File: src/hdl/hsp_pkg.sv
/*
  Shared constants and types of the hub strap and port configuration block.
  Assumes one 100 MHz clock domain and a plain register port with 4-bit byte addresses.
*/
package hsp_pkg;

  // Register port geometry
  localparam int AddrWidth = 4;
  localparam int DataWidth = 16;
  localparam int NumPorts  = 3;

  // Register byte addresses
  localparam logic [AddrWidth-1:0] RegCtrlAddr   = 4'h0;
  localparam logic [AddrWidth-1:0] RegStatusAddr = 4'h4;

  // Control register fields
  localparam int CtrlPowerLsb  = 0;
  localparam int CtrlLedLsb    = 3;
  localparam int CtrlLedSupBit = 6;
  localparam int CtrlGangBit   = 7;
  localparam int CtrlWidth     = 8;
  localparam logic [CtrlWidth-1:0] CtrlReset = 8'h00;

  // Status register fields
  localparam int StatModeLsb   = 0;
  localparam int StatPort3Bit  = 2;
  localparam int StatNonremLsb = 3;
  localparam int StatGangBit   = 5;
  localparam int StatPolBit    = 6;
  localparam int StatVbusBit   = 7;
  localparam int StatValidBit  = 8;
  localparam int StatMaskLsb   = 9;

  // Configuration select encodings, as {select1, select0}
  localparam logic [1:0] CfgStrapMode  = 2'h2;
  localparam logic [1:0] CfgEepromMode = 2'h3;

  // Synchroniser depth and the wait it implies before straps are trusted
  localparam int SyncStages = 2;
  localparam logic [1:0] SyncFillCycles = 2'h2;

  typedef enum logic [1:0] {
    PhFill,
    PhCapture,
    PhRun
  } hsp_phase_t;

endpackage

File: src/hdl/hsp_sync.sv
/*
  Two-stage synchroniser for a group of independent pin levels.
  Assumes each bit is a slow level; no bus coherency is implied across bits.
*/
module hsp_sync #(
  parameter int Width = 1
) (
  // Clock and reset
  input  wire logic             clk,
  input  wire logic             arst_n,
  // Levels
  input  wire logic [Width-1:0] pinIn,
  output logic      [Width-1:0] syncOut
);

  typedef struct packed {
    logic [Width-1:0] stage1;
    logic [Width-1:0] stage2;
  } hsp_sync_state_t;

  hsp_sync_state_t st_q;
  hsp_sync_state_t st_d;

  // First stage feeds only the second stage
  always_comb begin
    st_d        = st_q;
    st_d.stage1 = pinIn;
    st_d.stage2 = st_q.stage1;
  end

  always_ff @(posedge clk or negedge arst_n) begin
    if (!arst_n) begin
      st_q <= '0;
    end else begin
      st_q <= st_d;
    end
  end

  assign syncOut = st_q.stage2;

endmodule

File: src/hdl/hsp_pol_out.sv
/*
  Registered polarity stage: drives each output at its active or idle level.
  Assumes active and invert come from logic on the same clock.
*/
module hsp_pol_out #(
  parameter int Width = 3
) (
  // Clock and reset
  input  wire logic             clk,
  input  wire logic             arst_n,
  // Request and polarity
  input  wire logic [Width-1:0] active,
  input  wire logic [Width-1:0] invert,
  // Pin level
  output logic      [Width-1:0] level
);

  typedef struct packed {
    logic [Width-1:0] level;
  } hsp_pol_state_t;

  hsp_pol_state_t st_q;
  hsp_pol_state_t st_d;

  // An inverted output is active low
  always_comb begin
    st_d       = st_q;
    st_d.level = active ^ invert;
  end

  always_ff @(posedge clk or negedge arst_n) begin
    if (!arst_n) begin
      st_q <= '0;
    end else begin
      st_q <= st_d;
    end
  end

  assign level = st_q.level;

endmodule

File: src/hdl/hsp_port_config.sv
/*
  Strap sampling and downstream port configuration of a three-port hub.
  Assumes strap pins are held steady around reset release and that the
  descriptor loader (serial memory or management bus) is software on the
  register port. Strap and LED pins are shared; LEDs stay undriven until
  the straps have been captured.
*/

module hsp_port_config (
  // Clock and reset
  input  wire logic                            clk,
  input  wire logic                            arst_n,
  // Register port
  input  wire logic [hsp_pkg::AddrWidth-1:0]   regAddr,
  input  wire logic [hsp_pkg::DataWidth-1:0]   regWrData,
  input  wire logic                            regWrite,
  input  wire logic                            regRead,
  output logic      [hsp_pkg::DataWidth-1:0]   regRdData,
  // Configuration select and strap pins
  input  wire logic                            configSelect0,
  input  wire logic                            configSelect1,
  input  wire logic                            gangStrap,
  input  wire logic                            powerPolarityStrap,
  input  wire logic                            upstreamPowerSense,
  // Port 3 LED and disable strap (shared pin)
  input  wire logic                            port3GreenLedIn,
  output logic                                 port3GreenLedOut,
  output logic                                 port3GreenLedOe,
  // Port 1 and 2 LEDs and non-removable strap (shared pins)
  input  wire logic [1:0]                      port12GreenLedIn,
  output logic      [1:0]                      port12GreenLedOut,
  output logic      [1:0]                      port12GreenLedOe,
  // Downstream power switch enables
  output logic      [hsp_pkg::NumPorts-1:0]    portPowerEnable
);

  typedef struct packed {
    hsp_pkg::hsp_phase_t                 phase;
    logic [1:0]                          fill;
    logic                                valid;
    logic [1:0]                          cfgMode;
    logic                                port3Dis;
    logic [1:0]                          nonrem;
    logic                                gangStrap;
    logic                                polarity;
    logic [hsp_pkg::CtrlWidth-1:0]       ctrl;
    logic [2:0]                          ledOe;
    logic [hsp_pkg::DataWidth-1:0]       rdData;
  } hsp_state_t;

  hsp_state_t st_q;
  hsp_state_t st_d;

  // Synchronised pins
  logic [7:0] pinSync;
  logic       cfgSel1Sync;
  logic       cfgSel0Sync;
  logic       polSync;
  logic       gangSync;
  logic [1:0] nonremSync;
  logic       port3Sync;
  logic       vbusSync;

  hsp_sync #(
    .Width (8)
  ) u_sync (
    .clk     (clk),
    .arst_n  (arst_n),
    .pinIn   ({configSelect1, configSelect0, powerPolarityStrap, gangStrap,
               port12GreenLedIn, port3GreenLedIn, upstreamPowerSense}),
    .syncOut (pinSync)
  );

  assign {cfgSel1Sync, cfgSel0Sync, polSync, gangSync, nonremSync, port3Sync, vbusSync} = pinSync;

  // Derived configuration
  logic       strapMode;
  logic       ganged;
  logic       ledSupport;
  logic [2:0] nonremMask;
  logic [2:0] powerReq;
  logic [2:0] powerInv;
  logic [2:0] ledReq;
  logic [2:0] ledInv;
  logic [2:0] ledLevel;
  logic [2:0] powerLevel;
  logic [hsp_pkg::DataWidth-1:0] statusWord;

  always_comb begin
    strapMode  = st_q.valid && (st_q.cfgMode == hsp_pkg::CfgStrapMode);
    ledSupport = st_q.ctrl[hsp_pkg::CtrlLedSupBit];
    ganged     = strapMode ? st_q.gangStrap : st_q.ctrl[hsp_pkg::CtrlGangBit];
    // Non-removable ports grow from port 1 upward
    case (st_q.nonrem)
      2'h0:    nonremMask = 3'h0;
      2'h1:    nonremMask = 3'h1;
      2'h2:    nonremMask = 3'h3;
      2'h3:    nonremMask = 3'h7;
      default: nonremMask = 3'h0;
    endcase
    if (!strapMode) begin
      nonremMask = 3'h0;
    end
    powerReq = st_q.ctrl[hsp_pkg::CtrlPowerLsb +: 3];
    if (ganged) begin
      powerReq = {3{powerReq[0]}};
    end
    if (strapMode && st_q.port3Dis) begin
      powerReq[2] = 1'b0;
    end
    if (!st_q.valid) begin
      powerReq = 3'h0;
    end
    // Inverting an active-high polarity gives the active-low drive
    powerInv = st_q.valid ? {3{~st_q.polarity}} : {3{~polSync}};
    ledReq   = st_q.ctrl[hsp_pkg::CtrlLedLsb +: 3];
    if (strapMode) begin
      ledInv = {st_q.port3Dis, st_q.nonrem[1], st_q.nonrem[0]};
    end else begin
      ledInv = 3'h7;
    end
  end

  hsp_pol_out #(
    .Width (3)
  ) u_led_out (
    .clk    (clk),
    .arst_n (arst_n),
    .active (ledReq),
    .invert (ledInv),
    .level  (ledLevel)
  );

  hsp_pol_out #(
    .Width (hsp_pkg::NumPorts)
  ) u_power_out (
    .clk    (clk),
    .arst_n (arst_n),
    .active (powerReq),
    .invert (powerInv),
    .level  (powerLevel)
  );

  always_comb begin
    statusWord = '0;
    statusWord[hsp_pkg::StatModeLsb +: 2]   = st_q.cfgMode;
    statusWord[hsp_pkg::StatPort3Bit]       = strapMode && st_q.port3Dis;
    statusWord[hsp_pkg::StatNonremLsb +: 2] = strapMode ? st_q.nonrem : 2'h0;
    statusWord[hsp_pkg::StatGangBit]        = ganged;
    statusWord[hsp_pkg::StatPolBit]         = st_q.polarity;
    statusWord[hsp_pkg::StatVbusBit]        = vbusSync;
    statusWord[hsp_pkg::StatValidBit]       = st_q.valid;
    statusWord[hsp_pkg::StatMaskLsb +: 3]   = nonremMask;
  end

  // Capture sequence and register port
  always_comb begin
    st_d = st_q;
    case (st_q.phase)
      // Wait until the synchronisers hold pin values sampled after release
      hsp_pkg::PhFill: begin
        st_d.fill = st_q.fill + 2'h1;
        if (st_q.fill == hsp_pkg::SyncFillCycles - 2'h1) begin
          st_d.phase = hsp_pkg::PhCapture;
        end
      end
      hsp_pkg::PhCapture: begin
        st_d.cfgMode   = {cfgSel1Sync, cfgSel0Sync};
        st_d.port3Dis  = port3Sync;
        st_d.nonrem    = nonremSync;
        st_d.gangStrap = gangSync;
        st_d.polarity  = polSync;
        st_d.valid     = 1'b1;
        st_d.phase     = hsp_pkg::PhRun;
      end
      // Straps are never sampled again; only reset leaves this phase
      hsp_pkg::PhRun: begin
        st_d.phase = hsp_pkg::PhRun;
      end
      default: begin
        st_d.phase = hsp_pkg::PhFill;
      end
    endcase
    // Strap mode drives LEDs at once; loader modes only once enabled
    if (strapMode) begin
      st_d.ledOe = 3'h7;
    end else if (st_q.valid && ledSupport) begin
      st_d.ledOe = 3'h7;
    end else begin
      st_d.ledOe = 3'h0;
    end
    if (regWrite && (regAddr == hsp_pkg::RegCtrlAddr)) begin
      st_d.ctrl = regWrData[hsp_pkg::CtrlWidth-1:0];
    end
    st_d.rdData = '0;
    if (regRead) begin
      case (regAddr)
        hsp_pkg::RegCtrlAddr:   st_d.rdData = {{(hsp_pkg::DataWidth-hsp_pkg::CtrlWidth){1'b0}},
                                               st_q.ctrl};
        hsp_pkg::RegStatusAddr: st_d.rdData = statusWord;
        default:                st_d.rdData = '0;
      endcase
    end
  end

  always_ff @(posedge clk or negedge arst_n) begin
    if (!arst_n) begin
      st_q       <= '0;
      st_q.phase <= hsp_pkg::PhFill;
      st_q.ctrl  <= hsp_pkg::CtrlReset;
    end else begin
      st_q <= st_d;
    end
  end

  assign regRdData         = st_q.rdData;
  assign port3GreenLedOut  = ledLevel[2];
  assign port12GreenLedOut = ledLevel[1:0];
  assign port3GreenLedOe   = st_q.ledOe[2];
  assign port12GreenLedOe  = st_q.ledOe[1:0];
  // The pin sets the idle level directly until it is latched, so no port
  // is powered by accident during reset
  assign portPowerEnable   = st_q.valid ? powerLevel : {3{~powerPolarityStrap}};
endmodule

File: config.mk
export PLATFORM = sky130hd
export DESIGN_NAME = hsp_port_config
export DESIGN_NICKNAME = d
export VERILOG_FILES = /design/src/hdl/hsp_pkg.sv /design/src/hdl/hsp_sync.sv /design/src/hdl/hsp_pol_out.sv /design/src/hdl/hsp_port_config.sv
export SDC_FILE = /design/constraint.sdc
export NUM_CORES = 1
export LEC_CHECK = 0
export BUFFER_PORTS_ARGS = -buffer_cell sky130_fd_sc_hd__buf_2
export CAP_MARGIN = 25
export CORE_MARGIN = 2
export CORE_UTILIZATION = 35
export CTS_CLUSTER_SIZE = 30
export DETAILED_ROUTE_END_ITERATION = 12
export PLACE_DENSITY_LB_ADDON = 0.1
export SKIP_CTS_REPAIR_TIMING = 1
export SKIP_LAST_GASP = 1
export SLEW_MARGIN = 0
export SYNTH_ARGS = -nofsm -noshare
export SYNTH_HDL_FRONTEND = slang
export SYNTH_HIERARCHICAL = 1
export SYNTH_SLANG_ARGS = --single-unit
File: constraint.sdc
create_clock -name clk -period 3.83 [get_ports clk]
set_input_delay 0.383 -clock clk [delete_from_list [all_inputs] [get_ports clk]]
set_output_delay 0.383 -clock clk [all_outputs]
set_load 0.005 [all_outputs]
==> impl_metrics.tcl, run 1 <==
set metrics [dict create \
    synth_largest_area_cell "dfrtp_1" \
    drt-vias-per-instance 4.36 \
    p_leak_nw 1.28 \
    reg2reg_slack_ns 2.08 \
    syn_area_per_cell_um2 13.0 \
    drc 0 \
    grt-ovfl-total 0 \
    rows 28 \
    cp_slowest_cell "dfrtp_1" \
    power_density_mw_per_mm2 479 \
    clkPwrFrac_pct 32.3 \
    p_sw_mw 0.278 \
    grt_use_total_pct 10.8 \
    setup_tns_ns 0 \
    ys_ff_latch 55 \
    slew_viol_final 0 \
    globalplace.congestion 0.728 \
    io-pin-count 57 \
    initial_core_util_pct 36.6 \
    cts_buffer_depth 2 \
    routed_wirelength_mm 3.48 \
    min_path_type "input port to flop" \
    start_kind "flop" \
    fin_crit_sh_pct 45.6 \
    antenna_cells 0 \
    fp.dieH_um 83.4 \
    cts_made_buffers 5 \
    grt_pass1_vias 1199 \
    r2r_start "st_q[34]" \
    grt_max_degree 56 \
    fin_worst_skew_ns 0.00342 \
    synthToLayoutAreaGrowth_pct 13.4 \
    cts.clk_slew.worst_paths_ns 0.09 \
    intPower_mw 0.923 \
    design.core.area_mm2 0.00603 \
    synth_area_mm2 0.00221 \
    avgRoutedWirePerCell_um 12.5 \
    first_iter_violations 48 \
    cp_cell_sequence "and3b_1 > a21oi_1 > mux2_4 > xor2_1" \
    power_frac_seq_pct 55.4 \
    cts_sinks 55 \
    cp_data_arrival_time_ns 1.92 \
    status "completed" \
    ys_warn_count 6 \
    regToRegEndpoint "u_power_out/level[2]" \
    irDropWorstVdd_mv 0.186 \
    die-area_mm2 0.00696 \
    first_pass_iters 4 \
    rsz0062_at_grt "no" \
    required_ns 4.00 \
    crit_start "st_q[34]" \
    dp_hpwl_mm 2.52 \
    fp.dieW_um 83.4 \
    critical_path_peak_fanout 15 \
    critPathCaptureType "flop" \
    vias 1216 \
    reg2regPathDepth 4 \
    relSlewSlack_pct 56.4 \
    grt_antenna_before_repair 0 \
    antenna_left 0 \
    synthCells 170 \
    p_sw_share_pct 23.1 \
    layout_setup_ws_ns 2.08 \
    min_period_ns 1.75 \
    grt_pass1_wl_mm 5.94 \
    cts-root-buf "clkbuf_8" \
    final_nets 239 \
    worst_pin_slew_ns 0.655 \
    hold_viol 0 \
    setup_viol 0 \
    seq_area_frac_synth_pct 62.3 \
    fillCellCount 587 \
    dp_slack_ns 2.09 \
    cap_violations 0 \
    worstSetupEndpoint "u_power_out/level[2]" \
    critical-path-max-stage-delay_ns 0.65 \
    critPathKind "flop to flop" \
    io_buffers 44 \
    insertion_delay_ns 0.30 \
    cts_tree "yes" \
    synthTopCellsByArea "dfrtp_1 (62%), mux2_2 (7.1%), buf_4 (6.5%)" \
    yosysTopAreaCellShare_pct 62.3 \
    drive_gt1_share_pct 35.8 \
    htree_levels 2 \
    ys_types 25 \
    fmax_ghz 0.572 \
    combinationalPowerShare_pct 12.3 \
]
cell families (layout without fill, tap and decap cells):
logic type                 after synthesis  count (layout)  synth area share (%)
AOI/OAI and AO/OA                       14              14                  3.29
and+or+nand+nor                         39              39                  9.58
DFF                                     55              55                  62.3
other                                    1               4                 0.170
adders and majority gates                4               4                  2.27
buffers and inverters                   28              59                  8.05
xor gates and xnor gates                 7               7                  2.78
muxes                                   22              22                  11.6
placed cells by master (no fill, tap or decap), types with 6 or more instances in the layout:
| master | count |
|---|---|
| a21oi_1 | 6 |
| buf_2 | 44 |
| clkbuf_8 | 6 |
| dfrtp_1 | 55 |
| inv_1 | 6 |
| mux2_2 | 14 |
| mux2i_1 | 6 |
| nand2_1 | 14 |
| nand2b_1 | 6 |
| nor2_1 | 9 |
| o21ai_0 | 7 |
| xor2_1 | 7 |
routing by layer:
metal | global-route usage (%) | vias up | wire length, um | share of wire [%]
li1 | - | 596 | - | -
met1 | 14.5 | 581 | 1610 | 46
met2 | 15.5 | 33 | 1560 | 45
met3 | 4.27 | 6 | 250 | 7.2
met4 | 4.84 | 0 | 66 | 1.9
met5 | 0 | - | 0 | 0
synth_stat cells:
| cell | n |
|---|---|
| nor3_1 | 1 |
| nand3b_2 | 1 |
| mux2_4 | 1 |
| nor3_4 | 1 |
| conb_1 | 1 |
| a211oi_1 | 1 |
| buf_2 | 1 |
| or2_2 | 1 |
| nor2_1 | 9 |
| dfrtp_1 | 55 |
| buf_4 | 19 |
| clkbuf_1 | 2 |
| nand3_1 | 4 |
| and3b_1 | 1 |
| a21oi_1 | 6 |
| mux2i_1 | 6 |
| o21ai_0 | 7 |
| inv_1 | 6 |
| xor2_1 | 7 |
| nand2_1 | 14 |
| mux2i_4 | 1 |
| nand2b_1 | 6 |
| nand3b_4 | 1 |
| mux2_2 | 14 |
| ha_1 | 4 |
worst min path at each step:
stage	start	cells after the start	endpoint	slack [ns]
floorplan	arst_n	0	ledReq[0]	0.09
global placement	u_sync/st_d[7]	0	u_sync/syncOut[7]	0.33
detailed placement	u_sync/st_d[4]	0	u_sync/syncOut[4]	0.33
CTS	configSelect0	1	u_sync/st_d[6]	0.17
global route	port12GreenLedIn[0]	1	u_sync/st_d[2]	0.16
finish	port12GreenLedIn[1]	1	u_sync/st_d[3]	0.18
worst max-delay path: cells and delay by family (launching register included):
| kind | cells | cell delay [ns] |
|---|---|---|
| flip-flops | 1 | 0.65 |
| AO/OA/AOI/OAI | 1 | 0.11 |
| multiplexers | 1 | 0.28 |
| AND/OR/NAND/NOR | 1 | 0.43 |
| XOR/XNOR | 1 | 0.15 |
sequential cells by signal, indices dropped and copies added (netlist names):
register and count:
st_q 16, regRdData 12, u_sync/st_d 8, u_sync/syncOut 8
ledReq 3, u_led_out/level 3, u_power_out/level 3, ledSupport 1
port12GreenLedOe 1
through the flow:
step           power, mW  hold slack [ns]  instance area (um2)  utilization (%)  std cells
5_1_grt             1.27            0.161                 2500             41.5        279
4_1_cts             1.22            0.168                 2500             41.5        279
6_report            1.20            0.184                 2500             41.5        279
2_1_floorplan      0.766           0.0874                 2220                -        173
3_5_place_dp       0.828            0.335                 2390             39.6        271
3_3_place_gp       0.824            0.334                 2390             39.6        271
power by group through the flow:
stage / logic, mW / clock network [mW] / registers, mW
2_1_floorplan: 0.0960 / 0 / 0.670
5_1_grt: 0.168 / 0.433 / 0.673
3_5_place_dp: 0.150 / 0 / 0.678
6_report: 0.147 / 0.388 / 0.665
3_3_place_gp: 0.147 / 0 / 0.676
4_1_cts: 0.152 / 0.403 / 0.666
cell type report:
class	count	area (um2)	share of cell area (%)
flip-flops and latches	55	1380	55.0
inverters	6	22.5	0.900
multi-input cells	90	666	26.6
clock buffers	6	82.6	3.30
repair buffers	45	228	9.10
clock inverters	2	35.0	1.40
well taps	75	93.8	3.75
(Power assumes the default switching activity.)
==> run 2: changes to the inputs <==
Clock period 3.83 ns to 1.5 ns, I/O delays scaled along.
==> impl_metrics.tcl, run 2 (synthesis results as in run 1) <==
set metrics [dict create \
    cts-root-buf "clkbuf_8" \
    power_density_mw_per_mm2 1220 \
    reg2reg_slack_ns 0.08 \
    cts_sinks 55 \
    routed_wirelength_mm 3.65 \
    cp_cell_sequence "buf_6 > and3b_1 > a21oi_1 > mux2_4 > xor2_1" \
    regToRegEndpoint "u_power_out/level[2]" \
    initial_core_util_pct 36.6 \
    worstSetupEndpoint "u_power_out/level[2]" \
    drt-vias-per-instance 4.28 \
    final_common_cell "dfrtp_1" \
    antenna_cells 0 \
    first_pass_iters 4 \
    critPathKind "flop to flop" \
    cts_buffer_depth 2 \
    fin_crit_sh_pct 94.9 \
    fp.dieH_um 83.4 \
    final_nets 253 \
    cap_violations 0 \
    globalplace.congestion 0.765 \
    holdWs_ns 0.0695 \
    p_leak_nw 1.36 \
    postPlaceCellArea_mm2 0.00242 \
    regArea_mm2 0.00138 \
    dp_hpwl_mm 2.55 \
    cp_slowest_cell "dfrtp_1" \
    rows 28 \
    critical-path-max-stage-delay_ns 0.43 \
    io_buffers 44 \
    design_area_mm2 0.00268 \
    grt_max_degree 56 \
    drive_gt1_share_pct 35.8 \
    largest-register "st_q" \
    fp.dieW_um 83.4 \
    irDropWorstVdd_mv 0.509 \
    critPathCaptureType "flop" \
    setup_viol 0 \
    min_period_ns 1.42 \
    drc 0 \
    min_path_type "input port to flop" \
    first_iter_violations 66 \
    fillCellCount 558 \
    antenna_left 0 \
    design.core.area_mm2 0.00603 \
    p_total_mw 3.26 \
    cp_data_arrival_time_ns 1.61 \
    avgRoutedWirePerCell_um 12.4 \
    critical_path_peak_fanout 13 \
    io-pin-count 57 \
    mostFrequentLayoutCells "dfrtp_1 (55), buf_2 (44), nand2_1 (14), mux2_2 (14)" \
    largest_reg_flops 16 \
    grt-ovfl-total 0 \
    fin_worst_skew_ns 0.00407 \
    final_util_pct 44.4 \
    insertion_delay_ns 0.31 \
    r2r_start "st_q[34]" \
    status "completed" \
    grt_antenna_before_repair 0 \
    crit_start "st_q[34]" \
    cts_tree "yes" \
    grt_pass1_vias 1312 \
    start_kind "flop" \
    cts.clk_slew.worst_paths_ns 0.10 \
    multiInputGateArea_um2 674 \
    grt_use_total_pct 11.5 \
    reg2regPathDepth 5 \
    fmax_ghz 0.703 \
    worstHoldStart "regWrData[6]" \
    cts_made_buffers 5 \
    required_ns 1.69 \
    die-area_mm2 0.00696 \
    vias 1253 \
    slew_viol_final 0 \
    grt_pass1_wl_mm 6.34 \
    hold_viol 0 \
    synthToLayoutAreaGrowth_pct 21.1 \
    htree_levels 2 \
]
[run 2: through the flow]
stage / setup TNS (ns) / worst slack (ns) / cells
6_report: 0 / 0.0768 / 293
3_5_place_dp: 0 / 0.0458 / 274
2_1_floorplan: 0 / 0.0918 / 173
4_1_cts: 0 / 0.0261 / 282
5_1_grt: -0.00287 / -0.00287 / 293
3_3_place_gp: 0 / 0.0701 / 274
[run 2: worst max-delay path: cells and delay by family, from the launching register on]
family                 cells  cell delay [ns]
buffers and inverters      1             0.17
flip-flops                 1             0.43
XOR/XNOR                   1             0.14
AO/OA/AOI/OAI              1             0.08
AND/OR/NAND/NOR            1             0.22
multiplexers               1             0.27
[run 2: metal layers]
metal  GRT usage [%]  vias to the layer above  part of all wire [%]
li1                -                      623                     -
met1            14.9                      597                    47
met2            17.7                       29                    47
met3            4.08                        4                   5.0
met4            4.40                        0                   1.3
met5               0                        -                     0
[run 2: cell type report]
type | instances | share of cell area (%)
Clock inverter | 3 | 2.53
Timing Repair Buffer | 59 | 13.9
Clock buffer | 5 | 2.57
Tap cell | 75 | 3.51
Inverter | 6 | 0.842
Sequential cell | 55 | 51.4
Multi-Input combinational cell | 90 | 25.2
[run 2: worst min path at each step]
stage	end	slack (ns)	depth (start not counted)
final	ledSupport	0.07	2
after CTS	u_sync/st_d[2]	-0.17	2
after global placement	u_sync/st_d[3]	0.16	2
after floorplan	ledReq[0]	-0.15	0
after detailed placement	u_sync/st_d[2]	0.17	2
after global routing	st_q[20]	0.06	2
[run 2: where the power goes]
group	switching [mW]	total (mW)	internal, mW
sequential	0.0824	1.70	1.62
combinational	0.185	0.412	0.227
clock	0.479	1.14	0.665
total	0.746	3.26	2.51
==> run 3: changes to the inputs <==
Settings changed: CELL_PAD_IN_SITES_DETAIL_PLACEMENT set to 2, CELL_PAD_IN_SITES_GLOBAL_PLACEMENT set to 2, CORE_UTILIZATION 35 to 31, SLEW_MARGIN 0 to not set.
==> impl_metrics.tcl, run 3 (synthesis results as in run 1) <==
set metrics [dict create \
    combinationalPowerShare_pct 13.6 \
    first_pass_iters 2 \
    drive_gt1_share_pct 35.8 \
    cp_cell_sequence "nand3b_2 > mux2i_4 > mux2_4 > xor2_1" \
    setup_viol 0 \
    critical-path-max-stage-delay_ns 0.38 \
    slew_viol_final 0 \
    critPathKind "flop to flop" \
    intPower_mw 2.39 \
    final_common_cell "dfrtp_1" \
    grt_pass1_wl_mm 7.27 \
    critPathBufInv 0 \
    status "completed" \
    r2r_start "st_q[32]" \
    min_period_ns 1.46 \
    irDropWorstVdd_mv 0.416 \
    design.core.area_mm2 0.00683 \
    fmax_ghz 0.686 \
    fin_crit_sh_pct 97.1 \
    synthToLayoutAreaGrowth_pct 21.1 \
    initial_core_util_pct 32.3 \
    fillCellCount 729 \
    cp_slowest_cell "dfrtp_1" \
    p_leak_nw 1.35 \
    drt-vias-per-instance 4.23 \
    cts_made_buffers 5 \
    final_util_pct 39.1 \
    cts_buffer_depth 2 \
    io_buffers 44 \
    grt-ovfl-total 0 \
    die-area_mm2 0.00781 \
    power_density_mw_per_mm2 1170 \
    setup_tns_ns 0 \
    min_path_type "input port to flop" \
    grt_use_total_pct 12.5 \
    cpLargestDelayFamily "multiplexers" \
    fin_worst_skew_ns 0.0100 \
    fp.dieH_um 88.4 \
    routed_wirelength_mm 4.51 \
    rows 30 \
    start_kind "flop" \
    critical_path_peak_fanout 3 \
    grt_pass1_vias 1404 \
    worstHoldStart "regWrData[3]" \
    antenna_left 0 \
    io-pin-count 57 \
    p_total_mw 3.14 \
    first_iter_violations 22 \
    cap_violations 0 \
    cts_tree "yes" \
    globalplace.congestion 0.683 \
    vias 1329 \
    clkPwrFrac_pct 32.0 \
    largest_reg_flops 16 \
    avgRoutedWirePerCell_um 14.4 \
    cts_sinks 55 \
    cp_data_arrival_time_ns 1.64 \
    multiInputGateArea_um2 666 \
    reg2reg_slack_ns 0.04 \
    critPathCaptureType "flop" \
    power_frac_seq_pct 54.4 \
    drc 0 \
    crit_start "st_q[32]" \
    htree_levels 2 \
    dp_hpwl_mm 3.21 \
    p_sw_mw 0.751 \
    mostFrequentLayoutCells "dfrtp_1 (55), buf_2 (44), nand2_1 (14), mux2_2 (14)" \
    p_sw_share_pct 23.9 \
    regArea_mm2 0.00138 \
    fp.dieW_um 88.4 \
    final_nets 253 \
    antenna_cells 0 \
    insertion_delay_ns 0.30 \
    grt_antenna_before_repair 0 \
    required_ns 1.68 \
    hold_viol 0 \
    largest-register "st_q" \
    cts-root-buf "clkbuf_8" \
    cts.clk_slew.worst_paths_ns 0.10 \
    grt_max_degree 56 \
]
==> run 3: path summary, 6_finish.rpt <==
kind,depth (start not counted),end
worst max-delay path,4,u_power_out/level[2]
worst min-delay path,2,ledReq[0]
worst max register to register,4,u_power_out/level[2]
worst min register to register,0,u_sync/syncOut[7]
max in group asynchronous,3,u_sync/syncOut[3]
min in group asynchronous,3,u_led_out/level[0]
==> run 3: metal layers <==
metal	routed length, um	GRT usage (%)	share of wire [%]
met1	1910	15.6	42
met2	2340	20.9	52
met3	196	3.54	4.3
met4	59	4.13	1.3
met5	0	0	0
==> run 3: power groups by stage <==
stage / sequential, mW / combinational [mW] / clock (mW)
final: 1.71 / 0.425 / 1.00
after detailed placement: 1.74 / 0.404 / 0
after global routing: 1.72 / 0.482 / 1.12
after global placement: 1.73 / 0.391 / 0
after CTS: 1.71 / 0.410 / 1.06
after floorplan: 1.71 / 0.245 / 0
==> run 3: layout make-up <==
type	instances	share of cell area, %
flip-flops and latches	55	51.5
multi-input cells	90	24.9
repair buffers	59	13.9
well taps	96	4.49
clock buffers	6	3.09
clock inverters	2	1.31
inverters	6	0.842
==> run 3: metrics by stage <==
stage          hold WS (ns)  setup slack (ns)  cells  area (um2)
2_1_floorplan        -0.146            0.0918    173        2220
3_3_place_gp          0.168            0.0683    296        2450
3_5_place_dp          0.171            0.0513    296        2450
4_1_cts              -0.168            0.0358    304        2570
5_1_grt              0.0516           -0.0175    314        2670
6_report             0.0696            0.0430    314        2670
